==> src/aps_pkg.sv <==
// shared constants, types and frame helpers for the command link
package aps_pkg;

  localparam logic [15:0] CMD_ACCEL = 16'h6100;
  localparam logic [15:0] CMD_VOC = 16'h6181;
  localparam int WORDS = 4;
  localparam int FRAME_BYTES = 12;
  localparam logic [3:0] LAST_BYTE = 4'hb;
  localparam logic [3:0] FRAME_CNT = 4'hc;
  localparam logic [7:0] CRC_POLY = 8'h31;
  localparam logic [7:0] CRC_INIT = 8'hff;
  // filters carry ten times the value, lags carry tenths of a second
  localparam int ACC_SCALE = 10;
  localparam int POST_TIME_MS = 20;
  localparam int CLK_HZ = 100_000_000;
  localparam int POST_CYC = POST_TIME_MS * (CLK_HZ / 1000);

  typedef enum logic [1:0] {
    OP_ACCEL = 2'b00,
    OP_GET_VOC = 2'b01,
    OP_SET_VOC = 2'b10
  } aps_op_t;

  // crc over one 16-bit word, msb first
  function automatic logic [7:0] aps_crc8(input logic [15:0] w);
    logic [7:0] c;
    c = CRC_INIT;
    for (int i = 15; i >= 0; i--) begin
      c = (c[7] ^ w[i]) ? ({c[6:0], 1'b0} ^ CRC_POLY) : {c[6:0], 1'b0};
    end
    return c;
  endfunction

  // four words, each followed by its own crc byte
  function automatic logic [95:0] aps_frame(input logic [63:0] d);
    logic [95:0] f;
    f = '0;
    for (int i = 0; i < WORDS; i++) begin
      f[95-24*i -: 24] = {d[63-16*i -: 16], aps_crc8(d[63-16*i -: 16])};
    end
    return f;
  endfunction

  function automatic logic [63:0] aps_frame_data(input logic [95:0] f);
    logic [63:0] d;
    d = '0;
    for (int i = 0; i < WORDS; i++) begin
      d[63-16*i -: 16] = f[95-24*i -: 16];
    end
    return d;
  endfunction

  function automatic logic aps_frame_ok(input logic [95:0] f);
    logic ok;
    ok = 1'b1;
    for (int i = 0; i < WORDS; i++) begin
      ok = ok & (f[79-24*i -: 8] == aps_crc8(f[95-24*i -: 16]));
    end
    return ok;
  endfunction

  function automatic logic [7:0] aps_byte(input logic [95:0] f, input logic [3:0] idx);
    return f[95-8*idx -: 8];
  endfunction

endpackage

==> src/aps_link_if.sv <==
// byte-level command link between host controller and device
`timescale 1ns/1ps
interface aps_link_if;
  logic start;
  logic [15:0] code;
  logic is_read;
  logic wbyte_vld;
  logic [7:0] wbyte;
  logic wend;
  logic rd_req;
  logic rbyte_vld;
  logic [7:0] rbyte;
  logic busy;

  modport host (
    output start, code, is_read, wbyte_vld, wbyte, wend, rd_req,
    input rbyte_vld, rbyte, busy
  );

  modport dev (
    input start, code, is_read, wbyte_vld, wbyte, wend, rd_req,
    output rbyte_vld, rbyte, busy
  );
endinterface

==> src/aps_dev.sv <==
// device end: acceleration constants and voc state commands
//
// How it works
// - 0x6100 with 12 bytes sets acceleration constants
// - acceleration constants accepted only in idle
// - reset restores factory default constants
// - words one, two: filter constants times ten
// - words three, four: lag times in tenths
// - read 0x6181 returns 8 state bytes, crcs
// - read works always; idle gives frozen state
// - snapshot refreshed every measurement interval
// - state survives stop; cleared only by reset
// - write 0x6181 stores state, then 20 ms
// - written state loaded once at next start
// - state write during measurement is ignored
// - host may restore saved state before start
// - each crc covers the two preceding bytes
`timescale 1ns/1ps
module aps_dev
  import aps_pkg::*;
#(
  parameter int POST_CYCLES = POST_CYC,
  parameter logic [15:0] DEF_K = 16'h0000,
  parameter logic [15:0] DEF_P = 16'h0000,
  parameter logic [15:0] DEF_LAG1 = 16'h0000,
  parameter logic [15:0] DEF_LAG2 = 16'h0000
) (
  input wire logic clock, // system clock
  input wire logic rst_b, // sync reset, active low
  aps_link_if.dev lnk, // command link
  input wire logic meas_running, // measure mode active
  input wire logic meas_start, // measurement begins, pulse
  input wire logic meas_tick, // measurement interval, pulse
  input wire logic [63:0] voc_state_in, // live algorithm state
  output logic [15:0] accel_k, // filter constant k, x10
  output logic [15:0] accel_p, // filter constant p, x10
  output logic [15:0] lag_time_one, // lag one, 0.1 s units
  output logic [15:0] lag_time_two, // lag two, 0.1 s units
  output logic voc_load, // load state into algorithm, pulse
  output logic [63:0] voc_load_state, // state to load
  output logic crc_fault // frame with bad length or crc, pulse
);

  ////////////////////////////////////////////////////////////////
  // state and registers

  typedef enum logic [1:0] {
    DS_IDLE = 2'b00,
    DS_RX = 2'b01,
    DS_BUSY = 2'b10,
    DS_TX = 2'b11
  } aps_dstate_t;

  aps_dstate_t state_q, state_d;
  logic [95:0] rx_q;
  logic [3:0] rx_cnt_q;
  logic rx_over_q;
  logic [15:0] code_q;
  logic rd_q;
  logic [31:0] busy_cnt_q;
  logic [95:0] tx_q;
  logic [3:0] tx_idx_q;
  logic [7:0] rbyte_q;
  logic rbyte_vld_q;
  logic [63:0] snap_q;
  logic pend_q;
  logic [63:0] pend_state_q;
  logic [15:0] k_q, p_q, lag1_q, lag2_q;
  logic voc_load_q;
  logic [63:0] voc_load_state_q;
  logic crc_fault_q;

  ////////////////////////////////////////////////////////////////
  // decode

  wire known_code = (lnk.code == CMD_ACCEL) || (lnk.code == CMD_VOC);
  wire take_read = lnk.start && lnk.is_read && (lnk.code == CMD_VOC);
  wire take_write = lnk.start && !lnk.is_read && known_code;
  wire rx_take = lnk.wbyte_vld && (state_q == DS_RX);
  wire frame_end = lnk.wend && (state_q == DS_RX);
  wire len_ok = (rx_cnt_q == FRAME_CNT) && !rx_over_q;
  wire crc_ok = aps_frame_ok(rx_q);
  wire frame_good = frame_end && len_ok && crc_ok;
  wire frame_bad = frame_end && !(len_ok && crc_ok);
  wire [63:0] rx_data = aps_frame_data(rx_q);
  wire set_accel = frame_good && (code_q == CMD_ACCEL) && !meas_running;
  wire set_voc = frame_good && (code_q == CMD_VOC) && !meas_running;
  wire busy_done = (busy_cnt_q == 32'(POST_CYCLES - 1));
  wire tx_take = lnk.rd_req && (state_q == DS_TX);
  wire tx_last = tx_take && (tx_idx_q == LAST_BYTE);

  ////////////////////////////////////////////////////////////////
  // command sequencer

  always_comb begin
    state_d = state_q;
    case (state_q)
      DS_IDLE: begin
        if (take_read) begin
          state_d = DS_BUSY;
        end else if (take_write) begin
          state_d = DS_RX;
        end
      end
      DS_RX: begin
        if (lnk.wend) begin
          state_d = DS_BUSY;
        end
      end
      DS_BUSY: begin
        if (busy_done) begin
          state_d = rd_q ? DS_TX : DS_IDLE;
        end
      end
      DS_TX: begin
        if (tx_last) begin
          state_d = DS_IDLE;
        end
      end
      default: state_d = DS_IDLE;
    endcase
  end

  always_ff @(posedge clock) begin
    if (!rst_b) begin
      state_q <= DS_IDLE;
    end else begin
      state_q <= state_d;
    end
  end

  ////////////////////////////////////////////////////////////////
  // command capture and processing delay

  always_ff @(posedge clock) begin
    if (!rst_b) begin
      code_q <= '0;
      rd_q <= 1'b0;
      busy_cnt_q <= '0;
    end else begin
      if (state_q == DS_IDLE && (take_read || take_write)) begin
        code_q <= lnk.code;
        rd_q <= take_read;
      end
      busy_cnt_q <= (state_q == DS_BUSY) ? busy_cnt_q + 32'd1 : '0;
    end
  end

  ////////////////////////////////////////////////////////////////
  // payload receive

  always_ff @(posedge clock) begin
    if (!rst_b) begin
      rx_q <= '0;
      rx_cnt_q <= '0;
      rx_over_q <= 1'b0;
    end else if (state_q == DS_IDLE) begin
      rx_cnt_q <= '0;
      rx_over_q <= 1'b0;
    end else if (rx_take) begin
      if (rx_cnt_q == FRAME_CNT) begin
        rx_over_q <= 1'b1;
      end else begin
        rx_q <= {rx_q[87:0], lnk.wbyte};
        rx_cnt_q <= rx_cnt_q + 4'd1;
      end
    end
  end

  ////////////////////////////////////////////////////////////////
  // read-back of the state snapshot

  always_ff @(posedge clock) begin
    if (!rst_b) begin
      tx_q <= '0;
      tx_idx_q <= '0;
      rbyte_q <= '0;
      rbyte_vld_q <= 1'b0;
    end else begin
      rbyte_vld_q <= tx_take;
      if (state_q == DS_IDLE && take_read) begin
        tx_q <= aps_frame(snap_q);
        tx_idx_q <= '0;
      end else if (tx_take) begin
        rbyte_q <= aps_byte(tx_q, tx_idx_q);
        tx_idx_q <= tx_idx_q + 4'd1;
      end
    end
  end

  ////////////////////////////////////////////////////////////////
  // acceleration constants, volatile

  always_ff @(posedge clock) begin
    if (!rst_b) begin
      k_q <= DEF_K;
      p_q <= DEF_P;
      lag1_q <= DEF_LAG1;
      lag2_q <= DEF_LAG2;
    end else if (set_accel) begin
      k_q <= rx_data[63:48];
      p_q <= rx_data[47:32];
      lag1_q <= rx_data[31:16];
      lag2_q <= rx_data[15:0];
    end
  end

  ////////////////////////////////////////////////////////////////
  // voc state snapshot and pending restore

  always_ff @(posedge clock) begin
    if (!rst_b) begin
      snap_q <= '0;
      pend_q <= 1'b0;
      pend_state_q <= '0;
      voc_load_q <= 1'b0;
      voc_load_state_q <= '0;
      crc_fault_q <= 1'b0;
    end else begin
      crc_fault_q <= frame_bad;
      voc_load_q <= meas_start && pend_q;
      if (meas_running && meas_tick) begin
        snap_q <= voc_state_in;
      end
      if (meas_start && pend_q) begin
        voc_load_state_q <= pend_state_q;
        pend_q <= 1'b0;
      end
      if (set_voc) begin
        pend_q <= 1'b1;
        pend_state_q <= rx_data;
      end
    end
  end

  ////////////////////////////////////////////////////////////////
  // outputs

  assign lnk.rbyte = rbyte_q;
  assign lnk.rbyte_vld = rbyte_vld_q;
  assign lnk.busy = (state_q == DS_BUSY);
  assign accel_k = k_q;
  assign accel_p = p_q;
  assign lag_time_one = lag1_q;
  assign lag_time_two = lag2_q;
  assign voc_load = voc_load_q;
  assign voc_load_state = voc_load_state_q;
  assign crc_fault = crc_fault_q;

endmodule

==> src/flat_wrapper.sv <==
// flat-port wrapper written by rule: the top's interface ports become plain ports
module aps_dev_flat import aps_pkg::*;
#(
  parameter int POST_CYCLES = POST_CYC,
  parameter logic [15:0] DEF_K = 16'h0000,
  parameter logic [15:0] DEF_P = 16'h0000,
  parameter logic [15:0] DEF_LAG1 = 16'h0000,
  parameter logic [15:0] DEF_LAG2 = 16'h0000
)
  (clock, rst_b, meas_running, meas_start, meas_tick, voc_state_in, accel_k, accel_p, lag_time_one, lag_time_two, voc_load, voc_load_state, crc_fault, lnk_start, lnk_code, lnk_is_read, lnk_wbyte_vld, lnk_wbyte, lnk_wend, lnk_rd_req, lnk_rbyte_vld, lnk_rbyte, lnk_busy);
  aps_link_if lnk_i ();
  input wire logic clock;
  input wire logic rst_b;
  input wire logic meas_running;
  input wire logic meas_start;
  input wire logic meas_tick;
  input wire logic [63:0] voc_state_in;
  output logic [15:0] accel_k;
  output logic [15:0] accel_p;
  output logic [15:0] lag_time_one;
  output logic [15:0] lag_time_two;
  output logic voc_load;
  output logic [63:0] voc_load_state;
  output logic crc_fault;
  input wire logic [$bits(lnk_i.start)-1:0] lnk_start;
  input wire logic [$bits(lnk_i.code)-1:0] lnk_code;
  input wire logic [$bits(lnk_i.is_read)-1:0] lnk_is_read;
  input wire logic [$bits(lnk_i.wbyte_vld)-1:0] lnk_wbyte_vld;
  input wire logic [$bits(lnk_i.wbyte)-1:0] lnk_wbyte;
  input wire logic [$bits(lnk_i.wend)-1:0] lnk_wend;
  input wire logic [$bits(lnk_i.rd_req)-1:0] lnk_rd_req;
  output wire logic [$bits(lnk_i.rbyte_vld)-1:0] lnk_rbyte_vld;
  output wire logic [$bits(lnk_i.rbyte)-1:0] lnk_rbyte;
  output wire logic [$bits(lnk_i.busy)-1:0] lnk_busy;
  assign lnk_i.start = lnk_start;
  assign lnk_i.code = lnk_code;
  assign lnk_i.is_read = lnk_is_read;
  assign lnk_i.wbyte_vld = lnk_wbyte_vld;
  assign lnk_i.wbyte = lnk_wbyte;
  assign lnk_i.wend = lnk_wend;
  assign lnk_i.rd_req = lnk_rd_req;
  assign lnk_rbyte_vld = lnk_i.rbyte_vld;
  assign lnk_rbyte = lnk_i.rbyte;
  assign lnk_busy = lnk_i.busy;
  aps_dev #(.POST_CYCLES(POST_CYCLES), .DEF_K(DEF_K), .DEF_P(DEF_P), .DEF_LAG1(DEF_LAG1), .DEF_LAG2(DEF_LAG2)) u_core (.clock(clock), .rst_b(rst_b), .lnk(lnk_i), .meas_running(meas_running), .meas_start(meas_start), .meas_tick(meas_tick), .voc_state_in(voc_state_in), .accel_k(accel_k), .accel_p(accel_p), .lag_time_one(lag_time_one), .lag_time_two(lag_time_two), .voc_load(voc_load), .voc_load_state(voc_load_state), .crc_fault(crc_fault));
endmodule
==> config.mk <==
export PLATFORM = sky130hd
export DESIGN_NAME = aps_dev_flat
export DESIGN_NICKNAME = d
export VERILOG_FILES = /design/src/aps_pkg.sv /design/src/aps_link_if.sv /design/src/aps_dev.sv /design/src/flat_wrapper.sv
export SDC_FILE = /design/constraint.sdc
export NUM_CORES = 1
export LEC_CHECK = 0
export BUFFER_PORTS_ARGS = -buffer_cell sky130_fd_sc_hd__buf_2
export CORE_MARGIN = 2
export CORE_UTILIZATION = 30
export CTS_BUF_LIST = sky130_fd_sc_hd__clkbuf_8
export DETAILED_ROUTE_END_ITERATION = 12
export PLACE_DENSITY_LB_ADDON = 0.08
export SYNTH_ARGS = -nofsm -noshare
export SYNTH_HDL_FRONTEND = slang
export SYNTH_SLANG_ARGS = --single-unit
==> constraint.sdc <==
create_clock -name clock -period 3.46 [get_ports clock]
set_input_delay 1.038 -clock clock [delete_from_list [all_inputs] [get_ports clock]]
set_output_delay 1.038 -clock clock [all_outputs]
set_load 0.1 [all_outputs]
==> results.sh <==
export IMPL_numClockSinks=520
export IMPL_maxSlewViolCount=0
export IMPL_vdd_drop_max_mv=0.240
export IMPL_critPathMaxFanout=31
export IMPL_syn_area_sq_um=22700
export IMPL_fp_dieH_um=279
export IMPL_coreArea_sq_um=74700
export IMPL_htreeDepth=3
export IMPL_min_path_cells=2
export IMPL_numCtsBuffers=97
export IMPL_final_common_cell="nand2_1"
export IMPL_fmax_ghz=0.305
export IMPL_clockBufferDepth=3
export IMPL_die_area_sq_um=77900
export IMPL_status="complete, no violations"
export IMPL_clk_pin_slew_ps=60
export IMPL_cts_hold_buf=0
export IMPL_post_route_period_util_pct=94.9
export IMPL_postRouteAntennaNets=0
export IMPL_critPathKind="reg2reg"
export IMPL_dpl_hpwl_mm=47.2
export IMPL_final_cell_mix="633 x nand2_1, 519 x dfxtp_1, 442 x a21oi_1, 237 x buf_2, 160 x xnor2_1"
export IMPL_reg2reg_to="u_core.accel_k[6]$_SDFFE_PN0P_"
export IMPL_setup_worst_path_end_class="flip-flop"
export IMPL_period_needed_ps=3280
export IMPL_yosys_area_top_type="dfxtp_1"
export IMPL_synth_top_area_share_pct=45.8
export IMPL_reg2reg_slack_ps=180
export IMPL_grt_pass1_vias=18700
export IMPL_synth_area_leaders="dfxtp_1 46%, nand2_1 10%, a21oi_1 9.8%"
export IMPL_setup_violations=0
export IMPL_cp_start_kind="flip-flop"
export IMPL_synth_nets=2789
export IMPL_synthArstFlopShare_pct=0
export IMPL_synth_cell_type_count=50
export IMPL_rsz0062_at_grt="no"
export IMPL_r2r_cells=11
export IMPL_grt_ovfl_total=0
export IMPL_groute_usage_overall_pct=17.6
export IMPL_drv_cap=0
export IMPL_cts_tree="done"
export IMPL_worst_slew_pin_slew_ps=1090
export IMPL_routedWlPerCell_um=17.8
export IMPL_synth_edf_count=0
export IMPL_slew_headroom_pct=26.9
export IMPL_synth_cells=2685
export IMPL_clock_root_buffer="clkbuf_8"
export IMPL_total_leakage_power_uw=0.0101
export IMPL_core_rowCount=100
export IMPL_ios=238
export IMPL_finClkSkew_ps=29.5
export IMPL_ys_ff_latch=520
export IMPL_vias=19000
export IMPL_layout_nets=3008
export IMPL_gp_congestion=0.780
export IMPL_crit_path_end="u_core.accel_k[6]$_SDFFE_PN0P_"
export IMPL_power_density_nw_per_um2=479
export IMPL_fin_setup_tns_ps=0
export IMPL_grt_max_degree=114
export IMPL_dieWidth_um=279
export IMPL_rr_startpoint="u_core.rx_q[67]$_SDFFE_PN0P_"
export IMPL_syn_area_per_cell_sq_um=8.46
export IMPL_worst_ep_arrival_time_ps=3890
export IMPL_crit_required_ps=4070
export IMPL_yosysWarningCount=0
export IMPL_drive_gt1_share_pct=18.0
export IMPL_hold_path_class="reg2reg"
export IMPL_io_buffer_count=237
export IMPL_ys_seq_area_share_pct=45.8
export IMPL_clk_latency_ps=690
export IMPL_area_growth_pct=20.3
export IMPL_grt_pass1_wl_mm=109
export IMPL_dr_pass1_iters=5
export IMPL_total_power_uw=13100
export IMPL_viasPerCell=4.83
export IMPL_crit_start="u_core.rx_q[67]$_SDFFE_PN0P_"
export IMPL_initial_core_util_pct=30.4
export IMPL_synth_ff_type="dfxtp_1"
export IMPL_min_from="u_core.tx_q[5]$_SDFFE_PN0P_"
export IMPL_hold_violations=0
export IMPL_antenna_found_initial=10
export IMPL_dr_first_iter_drc_count=1221
export IMPL_route_detailed_drc=0
export IMPL_finalWirelength_mm=70.0
[cell usage after synthesis, drive strengths merged (13+ instances only)]
master    n
xnor3    43
nor2     99
xnor2   160
dfxtp   520
or3      13
mux2i    13
nand2   635
a211oi   16
buf      50
o21ai   136
and3     13
nand3   152
xor2     79
and2     19
a21oi   443
mux4     24
inv      14
clkbuf  173
[critical path: stages, from the launching register on]
cell and delay [ps]:
dfxtp_1 380, buf_4 170, xnor3_1 350, xnor3_1 430, xor2_1 200, or3_1 370, a211oi_2 340, and4_4 300
buf_12 180, buf_12 200, nand3_1 110, a21oi_1 170
[through the flow]
stage | worst slack [ps] | hold slack, ps | utilization, % | std cells | area, sq um
floorplan | 227 | 428 | - | 2685 | 22700
global placement | 35.7 | 436 | 33.9 | 3773 | 25300
detailed placement | 38.9 | 444 | 33.9 | 3773 | 25300
CTS | 7.04 | 438 | 36.5 | 3933 | 27300
global route | 11.7 | 464 | 36.6 | 3935 | 27300
finish | 177 | 447 | 36.6 | 3939 | 27300
[report_power, final]
group | switching (uW) | leakage (uW) | internal, uW
clock network | 2670 | 0.00109 | 3450
logic | 499 | 0.00478 | 393
registers | 51.7 | 0.00419 | 6030
[worst min-delay path by stage]
stage / endpoint / slack (ps)
after floorplan: u_core.voc_load_state[10]$_SDFFE_PN0P_ / 430
after CTS: u_core.voc_load_state[30]$_SDFFE_PN0P_ / 440
after global placement: u_core.tx_q[7]$_SDFFE_PN0P_ / 440
after detailed placement: u_core.voc_load_state[55]$_SDFFE_PN0P_ / 440
final: u_core.tx_q[5]$_SDFFE_PN0P_ / 450
after global routing: u_core.voc_load_state[11]$_SDFFE_PN0P_ / 460
[layer usage]
metal | wire, um | GRT usage [%]
met1 | 34600 | 25.5
met2 | 30400 | 26.8
met3 | 3470 | 3.21
met4 | 1510 | 4.89
met5 | 46 | 0
[sequential cells by signal, summed over array words and instances, names as in the netlist]
| name | cells |
|---|---|
| u_core.accel_k | 16 |
| u_core.accel_p | 16 |
| u_core.busy_cnt_q | 32 |
| u_core.code_q | 16 |
| u_core.crc_fault | 1 |
| u_core.lag_time_one | 16 |
| u_core.lag_time_two | 16 |
| u_core.lnk.rbyte | 8 |
| u_core.lnk.rbyte_vld | 1 |
| u_core.pend_q | 1 |
| u_core.pend_state_q | 64 |
| u_core.rd_q | 1 |
| u_core.rx_cnt_q | 4 |
| u_core.rx_over_q | 1 |
| u_core.rx_q | 96 |
| u_core.snap_q | 64 |
| u_core.state_q | 2 |
| u_core.tx_idx_q | 4 |
| u_core.tx_q | 96 |
| u_core.voc_load | 1 |
| u_core.voc_load_state | 64 |
[timing repair]
item | CTS | global route
resized for setup | 0 | 3
setup buffers | 0 | 1
setup endpoints to repair | 0 | 128
[logic make-up after synthesis]
logic type | after synthesis | share of synthesized area, %
AO/OA/AOI/OAI | 621 | 14.2
buffers and inverters | 237 | 4.53
adder cells (fa/ha/maj) | 6 | 0.331
AND/OR/NAND/NOR | 976 | 18.0
flip-flops | 520 | 45.8
XOR/XNOR | 287 | 14.1
multiplexers | 38 | 3.00
[cell type report]
| class | instances | area [sq um] |
|---|---|---|
| tap | 969 | 1210 |
| antenna | 5 | 12.5 |
| fill | 7805 | 47400 |
| sequential | 520 | 10400 |
| multi-input combinational | 1928 | 11300 |
| timing repair buffer | 343 | 2320 |
| clock inverter | 34 | 241 |
| clock buffer | 126 | 1730 |
| inverter | 14 | 60.1 |
Power figures use the tool's default switching activity.
